**src/probe_capture_pkg.sv**
```systemverilog
// Operation
// - Capture position from either an external quadrature encoder, counted here, or a serial motor encoder.
// - Quadrature source: probe event copies the live count into the holding value at once.
// - Probe input passes a filter whose delay is selectable between 100 ns and 0.5 ms.
// - Motor encoder position is read over the serial link once every 125 us.
// - Motor source: probe moment is time-stamped relative to the latest sample.
// - Motor capture interpolates sampled position using velocity and the event timestamp.
// - Velocity is the first preceding sample minus the second, over the sampling period.
// - At constant velocity the interpolated capture lies within one count of the truth.
// - No acceleration term; only measured velocity times elapsed time is added.
package probe_capture_pkg;
   // ---------------------------------------------------------------
   // Timing, all counts derived from the 100 MHz clock
   // ---------------------------------------------------------------
   localparam int CLK_PERIOD_NS = 10;
   localparam int FILT_MIN_NS = 100;
   localparam int FILT_MAX_NS = 500000;
   localparam int SAMPLE_PERIOD_US = 125;
   // Least time rounds up, longest rounds down
   localparam int FILT_FAST_CYC = (FILT_MIN_NS + CLK_PERIOD_NS - 1) / CLK_PERIOD_NS;
   localparam int FILT_SLOW_CYC = FILT_MAX_NS / CLK_PERIOD_NS;
   localparam int SAMPLE_CYC = SAMPLE_PERIOD_US * 1000 / CLK_PERIOD_NS;
   // ---------------------------------------------------------------
   // Widths and serial link shape
   // ---------------------------------------------------------------
   localparam int POS_W = 32;
   localparam int TS_W = 16;
   localparam int FILT_CNT_W = 16;
   localparam int SCLK_HALF_CYC = 5;
   localparam logic [1:0] QUAD_RESET = 2'h0;
endpackage : probe_capture_pkg

```
**src/probe_input_filter.sv**
```systemverilog
`timescale 1ns/1ns
module probe_input_filter #(
   parameter int CNT_W = probe_capture_pkg::FILT_CNT_W,
   parameter logic [CNT_W-1:0] FAST_CYC = CNT_W'(probe_capture_pkg::FILT_FAST_CYC),
   parameter logic [CNT_W-1:0] SLOW_CYC = CNT_W'(probe_capture_pkg::FILT_SLOW_CYC)
) (
   input wire logic mclk,
   input wire logic sys_rst,
   input wire logic probe_sync,
   input wire logic filt_slow,
   output logic probe_evt
);
   logic level;
   logic next_level;
   logic [CNT_W-1:0] cnt;
   logic [CNT_W-1:0] next_cnt;
   logic [CNT_W-1:0] limit;
   logic next_evt;

   // Level must stay changed for the full delay; glitches restart it
   always_comb begin
      limit = filt_slow ? SLOW_CYC : FAST_CYC;
      next_level = level;
      next_cnt = '0;
      next_evt = 1'b0;
      if (probe_sync != level) begin
         if (cnt >= limit - 1'b1) begin
            next_level = probe_sync;
            next_evt = probe_sync;
         end else begin
            next_cnt = cnt + 1'b1;
         end
      end
   end

   // Filter registers
   always_ff @(posedge mclk) begin
      if (sys_rst) begin
         level <= 1'b0;
         cnt <= '0;
         probe_evt <= 1'b0;
      end else begin
         level <= next_level;
         cnt <= next_cnt;
         probe_evt <= next_evt;
      end
   end
endmodule : probe_input_filter

```
**src/probe_position_capture.sv**
```systemverilog
`timescale 1ns/1ns
module probe_position_capture #(
   parameter int POS_W = probe_capture_pkg::POS_W,
   parameter int TS_W = probe_capture_pkg::TS_W,
   parameter int SAMPLE_CYC = probe_capture_pkg::SAMPLE_CYC,
   parameter int FILT_SLOW_CYC = probe_capture_pkg::FILT_SLOW_CYC,
   parameter int SCLK_HALF = probe_capture_pkg::SCLK_HALF_CYC
) (
   input wire logic mclk,
   input wire logic sys_rst,
   input wire logic probe_in,
   input wire logic filt_slow,
   input wire logic src_motor,
   input wire logic quad_a,
   input wire logic quad_b,
   input wire logic enc_sdi,
   input wire logic cap_read,
   output logic enc_sclk,
   output logic enc_cs_n,
   output logic [POS_W-1:0] capture_pos,
   output logic capture_done
);
   localparam int PROD_W = POS_W + TS_W;
   localparam int BC_W = $clog2(POS_W + 1);
   localparam int DC_W = $clog2(PROD_W + 1);
   localparam int HD_W = $clog2(SCLK_HALF + 1);
   localparam logic [TS_W-1:0] N_CYC = TS_W'(SAMPLE_CYC);
   localparam logic [TS_W-1:0] LAST_TICK = TS_W'(SAMPLE_CYC - 1);

   // ---------------------------------------------------------------
   // Pin synchronisers
   // ---------------------------------------------------------------
   logic [3:0] sync1, sync2;
   always_ff @(posedge mclk) begin
      if (sys_rst) begin
         sync1 <= '0;
         sync2 <= '0;
      end else begin
         sync1 <= {probe_in, quad_a, quad_b, enc_sdi};
         sync2 <= sync1;
      end
   end

   logic probe_evt;
   probe_input_filter #(
      .CNT_W(probe_capture_pkg::FILT_CNT_W),
      .FAST_CYC(probe_capture_pkg::FILT_CNT_W'(probe_capture_pkg::FILT_FAST_CYC)),
      .SLOW_CYC(probe_capture_pkg::FILT_CNT_W'(FILT_SLOW_CYC))
   ) u_filter (
      .mclk(mclk),
      .sys_rst(sys_rst),
      .probe_sync(sync2[3]),
      .filt_slow(filt_slow),
      .probe_evt(probe_evt)
   );

   // ---------------------------------------------------------------
   // Quadrature counter
   // ---------------------------------------------------------------
   logic [1:0] quad_prev;
   logic [POS_W-1:0] quad_count, next_quad_count;
   // x4 decode; illegal double steps are dropped rather than guessed
   always_comb begin
      case ({quad_prev, sync2[2:1]})
         4'h1, 4'h7, 4'he, 4'h8: next_quad_count = quad_count + 1'b1;
         4'h2, 4'hb, 4'hd, 4'h4: next_quad_count = quad_count - 1'b1;
         default: next_quad_count = quad_count;
      endcase
   end
   always_ff @(posedge mclk) begin
      if (sys_rst) begin
         quad_prev <= probe_capture_pkg::QUAD_RESET;
         quad_count <= '0;
      end else begin
         quad_prev <= sync2[2:1];
         quad_count <= next_quad_count;
      end
   end

   // ---------------------------------------------------------------
   // Serial encoder sampling
   // ---------------------------------------------------------------
   typedef enum logic {ser_idle, ser_run} ser_type;
   ser_type ser_st, next_ser_st;
   logic [TS_W-1:0] period_cnt, next_period_cnt, elapsed, next_elapsed;
   logic [HD_W-1:0] hdiv, next_hdiv;
   logic [BC_W-1:0] bit_cnt, next_bit_cnt;
   logic [POS_W-1:0] shreg, next_shreg;
   logic [POS_W-1:0] v1, next_v1, v2, next_v2;
   logic have_one, next_have_one, next_sclk, next_cs_n, tick;
   // Sample instant is the tick; elapsed counts from it for the held sample
   always_comb begin
      tick = (period_cnt == LAST_TICK);
      next_period_cnt = tick ? '0 : period_cnt + 1'b1;
      next_elapsed = elapsed + 1'b1;
      next_ser_st = ser_st;
      next_hdiv = hdiv;
      next_bit_cnt = bit_cnt;
      next_shreg = shreg;
      next_v1 = v1;
      next_v2 = v2;
      next_have_one = have_one;
      next_sclk = enc_sclk;
      next_cs_n = enc_cs_n;
      case (ser_st)
         ser_idle: begin
            if (tick) begin
               next_ser_st = ser_run;
               next_cs_n = 1'b0;
               next_hdiv = '0;
               next_bit_cnt = '0;
            end
         end
         ser_run: begin
            next_hdiv = hdiv + 1'b1;
            if (hdiv == HD_W'(SCLK_HALF - 1)) begin
               next_hdiv = '0;
               if (!enc_sclk && bit_cnt != BC_W'(POS_W)) begin
                  next_sclk = 1'b1;
                  next_shreg = {shreg[POS_W-2:0], sync2[0]};
                  next_bit_cnt = bit_cnt + 1'b1;
               end else if (enc_sclk) begin
                  next_sclk = 1'b0;
               end else begin
                  // Word complete: shift the sample history
                  next_ser_st = ser_idle;
                  next_cs_n = 1'b1;
                  next_v1 = shreg;
                  next_v2 = have_one ? v1 : shreg;
                  next_have_one = 1'b1;
                  next_elapsed = period_cnt + 1'b1;
               end
            end
         end
         default: next_ser_st = ser_idle;
      endcase
   end
   always_ff @(posedge mclk) begin
      if (sys_rst) begin
         ser_st <= ser_idle;
         period_cnt <= '0;
         elapsed <= '0;
         hdiv <= '0;
         bit_cnt <= '0;
         shreg <= '0;
         v1 <= '0;
         v2 <= '0;
         have_one <= 1'b0;
         enc_sclk <= 1'b0;
         enc_cs_n <= 1'b1;
      end else begin
         ser_st <= next_ser_st;
         period_cnt <= next_period_cnt;
         elapsed <= next_elapsed;
         hdiv <= next_hdiv;
         bit_cnt <= next_bit_cnt;
         shreg <= next_shreg;
         v1 <= next_v1;
         v2 <= next_v2;
         have_one <= next_have_one;
         enc_sclk <= next_sclk;
         enc_cs_n <= next_cs_n;
      end
   end

   // ---------------------------------------------------------------
   // Capture and interpolation
   // ---------------------------------------------------------------
   typedef enum logic {cap_idle, cap_div} cap_type;
   cap_type cap_st, next_cap_st;
   logic [POS_W-1:0] v1s, next_v1s, v2s, next_v2s;
   logic [TS_W-1:0] stamp, next_stamp, rem, next_rem;
   logic [PROD_W-1:0] dvd, next_dvd, quo, next_quo, quo_step;
   logic [TS_W:0] rem_sh;
   logic [DC_W-1:0] div_cnt, next_div_cnt;
   logic neg, next_neg, next_capture_done, finish;
   logic [POS_W-1:0] diff, absdiff, step, next_capture_pos;
   // Divide by the period bit-serially; a cheap divider beats a wide one
   always_comb begin
      diff = v1 - v2;
      absdiff = diff[POS_W-1] ? -diff : diff;
      rem_sh = {rem, dvd[PROD_W-1]};
      quo_step = {quo[PROD_W-2:0], rem_sh >= {1'b0, N_CYC}};
      step = neg ? -quo_step[POS_W-1:0] : quo_step[POS_W-1:0];
      finish = (cap_st == cap_div) && (div_cnt == DC_W'(PROD_W - 1));
      next_cap_st = cap_st;
      next_v1s = v1s;
      next_v2s = v2s;
      next_stamp = stamp;
      next_dvd = dvd;
      next_quo = quo;
      next_rem = rem;
      next_div_cnt = div_cnt;
      next_neg = neg;
      next_capture_pos = capture_pos;
      next_capture_done = capture_done;
      if (cap_read) begin
         next_capture_done = 1'b0;
      end
      case (cap_st)
         cap_idle: ;
         cap_div: begin
            next_rem = rem_sh >= {1'b0, N_CYC} ? TS_W'(rem_sh - {1'b0, N_CYC}) : rem_sh[TS_W-1:0];
            next_quo = quo_step;
            next_dvd = {dvd[PROD_W-2:0], 1'b0};
            next_div_cnt = div_cnt + 1'b1;
            if (finish) begin
               next_cap_st = cap_idle;
               next_capture_pos = v1s + step;
               next_capture_done = 1'b1;
            end
         end
         default: next_cap_st = cap_idle;
      endcase
      // A new event always overwrites, including a division in flight
      if (probe_evt && !src_motor) begin
         next_cap_st = cap_idle;
         next_capture_pos = quad_count;
         next_capture_done = 1'b1;
      end else if (probe_evt) begin
         next_cap_st = cap_div;
         next_v1s = v1;
         next_v2s = v2;
         next_stamp = elapsed;
         next_neg = diff[POS_W-1];
         // Rounded quotient of velocity times elapsed time
         next_dvd = PROD_W'(absdiff * elapsed) + PROD_W'(N_CYC >> 1);
         next_quo = '0;
         next_rem = '0;
         next_div_cnt = '0;
      end
   end
   always_ff @(posedge mclk) begin
      if (sys_rst) begin
         cap_st <= cap_idle;
         v1s <= '0;
         v2s <= '0;
         stamp <= '0;
         dvd <= '0;
         quo <= '0;
         rem <= '0;
         div_cnt <= '0;
         neg <= 1'b0;
         capture_pos <= '0;
         capture_done <= 1'b0;
      end else begin
         cap_st <= next_cap_st;
         v1s <= next_v1s;
         v2s <= next_v2s;
         stamp <= next_stamp;
         dvd <= next_dvd;
         quo <= next_quo;
         rem <= next_rem;
         div_cnt <= next_div_cnt;
         neg <= next_neg;
         capture_pos <= next_capture_pos;
         capture_done <= next_capture_done;
      end
   end

   // ---------------------------------------------------------------
   // Checks
   // ---------------------------------------------------------------
   // Capture error against the exact quotient, scaled by the period length
   logic signed [PROD_W+2:0] acc_err;
   assign acc_err = (PROD_W+3)'($signed(capture_pos - v1s) * $signed({1'b0, N_CYC}))
      - (PROD_W+3)'($signed(v1s - v2s) * $signed({1'b0, stamp}));
endmodule : probe_position_capture

```
**config.mk**
```make
export PLATFORM = sky130hd
export DESIGN_NAME = probe_position_capture
export DESIGN_NICKNAME = d
export VERILOG_FILES = /design/src/probe_capture_pkg.sv /design/src/probe_input_filter.sv /design/src/probe_position_capture.sv
export SDC_FILE = /design/constraint.sdc
export NUM_CORES = 2
export LEC_CHECK = 0
export BUFFER_PORTS_ARGS = -buffer_cell sky130_fd_sc_hd__buf_2
export CAP_MARGIN = 5
export CORE_ASPECT_RATIO = 0.6
export CORE_MARGIN = 1.5
export CORE_UTILIZATION = 70
export CTS_CLUSTER_DIAMETER = 60
export DETAILED_ROUTE_END_ITERATION = 10
export PLACE_DENSITY = 0.86
export SYNTH_ARGS = -nofsm -noshare
export SYNTH_HDL_FRONTEND = slang
export SYNTH_SLANG_ARGS = --single-unit
```
**constraint.sdc**
```tcl
create_clock -name mclk -period 15.6 [get_ports mclk]
set_clock_uncertainty 0.05 [all_clocks]
set_input_delay 0.78 -clock mclk [delete_from_list [all_inputs] [get_ports mclk]]
set_output_delay 0.78 -clock mclk [all_outputs]
set_load 0.01 [all_outputs]
```
======== After elaboration in Yosys (flattened, before gate mapping) ========
Index checks and enable logic that the tools add are counted.
Widths: inputs -> output; s select.
storage, ports and cells
  bits in read-only memories .............. 0
  bits in writable memories ............... 0
  bits in latches ......................... 0
  memories kept ........................... 0
  register bits ........................... 386
  output and inout port bits .............. 35
operators by class
  mux-type cells .......................... 50
  divide/modulo/power cells ............... 0
  order comparisons ....................... 2
  equal/unequal tests ..................... 18
  shift operators ......................... 0
  multipliers ............................. 1
  bitwise gates (word level) .............. 6
  reduce and logical (&&, ||, !) cells .... 22
  add/sub/neg operators ................... 15
operators by type and width
  kind                    number
  $mux 48                 6
  $mux 32                 6
  $mux 16                 9
  $neg 32->32             2
  $pmux 32 s2             1
  $add 16x1->16 const B   3
  $add 48x13->48 const B  1
  $mul 32x16->48          1
  $mux 6                  6
  $add 32x1->32 const B   1
  $add 32x32->32          1
  $sub 32x1->32 const B   1
  $sub 32x32->32          1
  $ge 17x14->1 const B    1
  $eq 16x14->1 const B    1
  $eq 4x4->1 const B      4
  $ge 16x16->1            1
  $mux 1                  16
  $sub 16x1->16 const B   1
  $sub 16x14->16 const B  1
  $add 6x1->6 const B     2
  $pmux 6 s2              1
  $eq 4x3->1 const B      2
  $reduce_and 2->1        4
  other kinds (21)        41

======== Depth between registers and ports, before layout ========
  depth in word-level cells ............... 7
  depth in mapped cells ................... 40
  mapped depth without buffers ............ 38

======== Hierarchy ========
From an unflattened synthesis, not the netlist that was laid out.
unflattened totals
  cell total of the unflattened synthesis .. 4,558
  area total of the unflattened synthesis .. 38,247.9 µm²
by module, submodules not included
  module                  cells each  sequential area each (µm²)  times used  area an instance (µm²)
  probe_position_capture  4,453       7,026.7                     1           37,200.7
  probe_input_filter      105         360.3                       1           1,047.3

======== Worst setup path before layout ========
Ideal clock, no wire load.
  kind .................................... reg2reg
  from .................................... reg v1[0]
  to ...................................... reg dvd[45]
  required time ........................... 15,416 ps
  cell stages (with the launch flop) ...... 36
  data arrival time ....................... 8,905 ps
  period minus slack after synthesis ...... 9,088 ps
  setup slack ............................. 6,512 ps
  path through ............................ dfxtp_1 > inv_1 > ha_1 > inv_1 > fa_1 > a21o_1 > a211oi_1 > a31o_2 > a211oi_1 > nor4bb_1 > nand4_1 > or2_2 > o31ai_1 > xnor2_1 > clkbuf_1 > nand2_1 > fa_1 > fa_1 > fa_1 > inv_1 > fa_1 > fa_1 > inv_1 > fa_1 > inv_1 > ha_1 > clkbuf_1 > a211o_1 > a2111oi_0 > a22oi_1 > a211oi_1 > o21ai_0 > o211ai_1 > o31ai_1 > xnor2_1 > o22ai_1
between the ends
  longest elaborated chain between the ends .. 7
ends and longest elaborated chain
  what                      line                           RTL
  start: declaration        probe_position_capture.sv:89   logic [POS_W-1:0] v1, next_v1, v2, next_v2;
  start signal: assignment  probe_position_capture.sv:158  v1 <= next_v1;
  $sub 32x32->32 (*)        probe_position_capture.sv:180  diff = v1 - v2;
  $neg 32->32               probe_position_capture.sv:181  absdiff = diff[POS_W-1] ? -diff : diff;
  $mux 32 (*)               probe_position_capture.sv:181
  $mul 32x16->48 (*)        probe_position_capture.sv:227  next_dvd = PROD_W'(absdiff * elapsed) + PROD_W'(N_CYC >> 1);
  $add 48x13->48 (*)        probe_position_capture.sv:227
  $mux 48 (*)               probe_position_capture.sv:220  end else if (probe_evt) begin
  $mux 48 (*)               probe_position_capture.sv:216  if (probe_evt && !src_motor) begin
  end signal: assignment    probe_position_capture.sv:251  dvd <= next_dvd;
  end: declaration          probe_position_capture.sv:173  logic [PROD_W-1:0] dvd, next_dvd, quo, next_quo, quo_step;
Every way passes the cells marked *; elsewhere a longest branch is shown, timed or not.
A chain may end at the register's enable or synchronous reset.

======== Worst setup path after layout ========
  from .................................... reg v1[1]
  to ...................................... reg dvd[41]
Same word-level chain as after synthesis.

==> impl_metrics.tcl <==
set metrics [dict create \
    synthAdderAreaFrac_pct 31.0 \
    cts.clk_slew.worst_paths_ps 70 \
    viasPerCell 6.08 \
    synth_nets 5234 \
    grt_use_met1_pct 50.5 \
    power_density_nw_per_um2 48.7 \
    hold_depth 2 \
    final_max_slew_viol_count 0 \
    drc 0 \
    routed_wl_mm 95.8 \
    syn_area_per_cell_um2 8.30 \
    max_stage_delay_ps 880 \
    met2_usage_pct 50.9 \
    power.leakage_uw 0.0180 \
    worstPathRequired_ps 15960 \
    setup_ws_ps 4680 \
    synthMuxAreaShare_pct 2.92 \
    max_freq_ghz 0.0916 \
    grt_pass1_wl_mm 157 \
    htree_levels 2 \
    yosys_warnings 0 \
    worst_slew_pin_slew_ps 1140 \
    crit_path_start_kind "register" \
    ys.flop_type "dfxtp_1" \
    post_cts_buffers 0 \
    syn2layout_area_growth_pct 4.81 \
    cts-root-buf "clkbuf_16" \
    fin_cells 5162 \
    port_buffers 43 \
    grt_max_degree 116 \
    die_width_um 303 \
    synth_top_family_by_area "adder cells" \
    ctsHoldBuffers 0 \
    cp_common_cell "fa_1" \
    drt-initial-drc-count 3139 \
    slowest_stage "xor2_1" \
    dieArea_um2 55400 \
    syn_inst 4546 \
    layout.nets 5119 \
    final_common_cell "nand2_1" \
    synthXorXnorAreaFrac_pct 5.52 \
    use_met3_pct 12.1 \
    status "completed" \
    finalPower_uw 1930 \
    synth_compound_area_share_pct 13.6 \
    place_hpwl_mm 69.9 \
    yosysSeqAreaShare_pct 19.6 \
    end_kind "register" \
    fin_crit_sh_pct 70.0 \
    num_vias 31400 \
    gp_congestion 0.978 \
    grt.total_usage_pct 35.1 \
    grt-busiest-layer "met2" \
    rows 65 \
    grt_pass1_vias 30700 \
    setup_viol 0 \
    rsz0062_at_grt "no" \
    clock_latency_ps 560 \
    ant_nets 0 \
    start_util_pct 71.4 \
    core-area_um2 52900 \
    worstPathArrival_ps 11280 \
    clockBufferDepth 3 \
    maxCapViolCount 0 \
    netlist_area_um2 37700 \
    vdd_ir_drop_max_mv 0.0692 \
    ys_types 85 \
    critical_path_class "register to register" \
    cts_resized 0 \
    ios 44 \
    ys_seq_elements 369 \
    synth-simple-area-share_pct 19.1 \
    die_height_um 183 \
    r2r_cells 32 \
    async_reset_ff_share_pct 0 \
    grt-ovfl-total 0 \
    cp_max_fo 16 \
    clock-sinks 369 \
    place_ws_ps 4950 \
    drive_gt1_share_pct 4.82 \
    fin_crit_ps 10920 \
    mostFrequentLayoutCells "nand2_1, inv_1, fa_1" \
    hp-class "input pin to register" \
    cts_tree "yes" \
    avgRoutedWirePerCell_um 18.5 \
    drt_pre_antenna_iters 9 \
    antenna_found_initial 2 \
    synth_edf_count 0 \
    dpl.cell_count 5098 \
    setup_tns_ps 0 \
    relSlewSlack_pct 24.3 \
    cts_buffers 34 \
    hold_viol 0 \
]
[metrics by stage]
stage	hold WS [ps]	util (%)	cell area [um^2]
2_1_floorplan	364	-	37700
3_3_place_gp	368	72.6	38400
3_5_place_dp	376	72.6	38400
4_1_cts	372	74.8	39600
5_1_grt	390	74.8	39600
6_report	388	74.8	39600
[layout make-up]
type                    count  area (um^2)
flip-flops and latches    369         7400
clock buffers              45          943
diodes                      2         5.00
clock inverters            17          210
inverters                 561         2110
fillers                  3807        13300
well taps                 703          880
repair buffers             99          646
multi-input cells        3366        27400
[state kept, by name (all words and copies together) (netlist names), 6 cells and up]
signal	cells
quo	31
quad_count	32
period_cnt	16
div_cnt	6
shreg	32
v2	32
v1	32
bit_cnt	6
dvd	48
elapsed	16
capture_pos	32
u_filter.cnt	16
v1s	32
rem	16
[kinds of logic after synthesis]
kind of cell,Yosys count
AND/OR/NAND/NOR,1548
adder cells (fa/ha/maj),679
buffers and inverters,811
AO/OA/AOI/OAI,792
flip-flops,369
multiplexers,110
XOR/XNOR,237
[cells in the mapped netlist, drive strengths merged (40+ instances only)]
cell	n	share of area, %
nand2	652	6.5
inv	561	5.6
fa	427	23
dfxtp	369	20
nor2	326	3.2
a21oi	269	3.6
ha	252	8.4
and2	248	4.1
clkbuf	210	2.1
xnor2	144	3.4
a211oi	126	2.6
mux2i	109	2.9
o21ai	109	1.5
a21o	94	1.9
xor2	93	2.2
nand3	62	0.82
nor3	50	0.66
nor2b	44	0.73
buf	40	0.53
[power breakdown]
group | internal (uW) | switching [uW]
clock network | 486 | 397
logic | 26.4 | 62.3
registers | 949 | 6.52
total | 1460 | 465
[worst max-delay path, delay by kind of cell, from the launching register on]
| family | cells | cell delay [ps] |
|---|---|---|
| compound gates | 15 | 4630 |
| simple gates | 2 | 280 |
| flops | 1 | 430 |
| xor+xnor | 3 | 1270 |
| buf+inv | 4 | 460 |
| fa+ha+maj | 8 | 3670 |
[routing by layer]
layer | vias to the layer above | routed length (um)
li1 | 14500 | -
met4 | 0 | 1960
met3 | 176 | 12100
met2 | 1589 | 39900
met1 | 15100 | 41800
met5 | - | 0
[path summary, 6_finish.rpt]
path,end,slack (ps),from
min reg2reg,sync2[3],390,sync1[3]
max,dvd[41],4680,v1[1]
min,sync1[2],390,quad_a
max reg2reg,dvd[41],4680,v1[1]
Note: power is estimated with default switching activity, not from simulation.
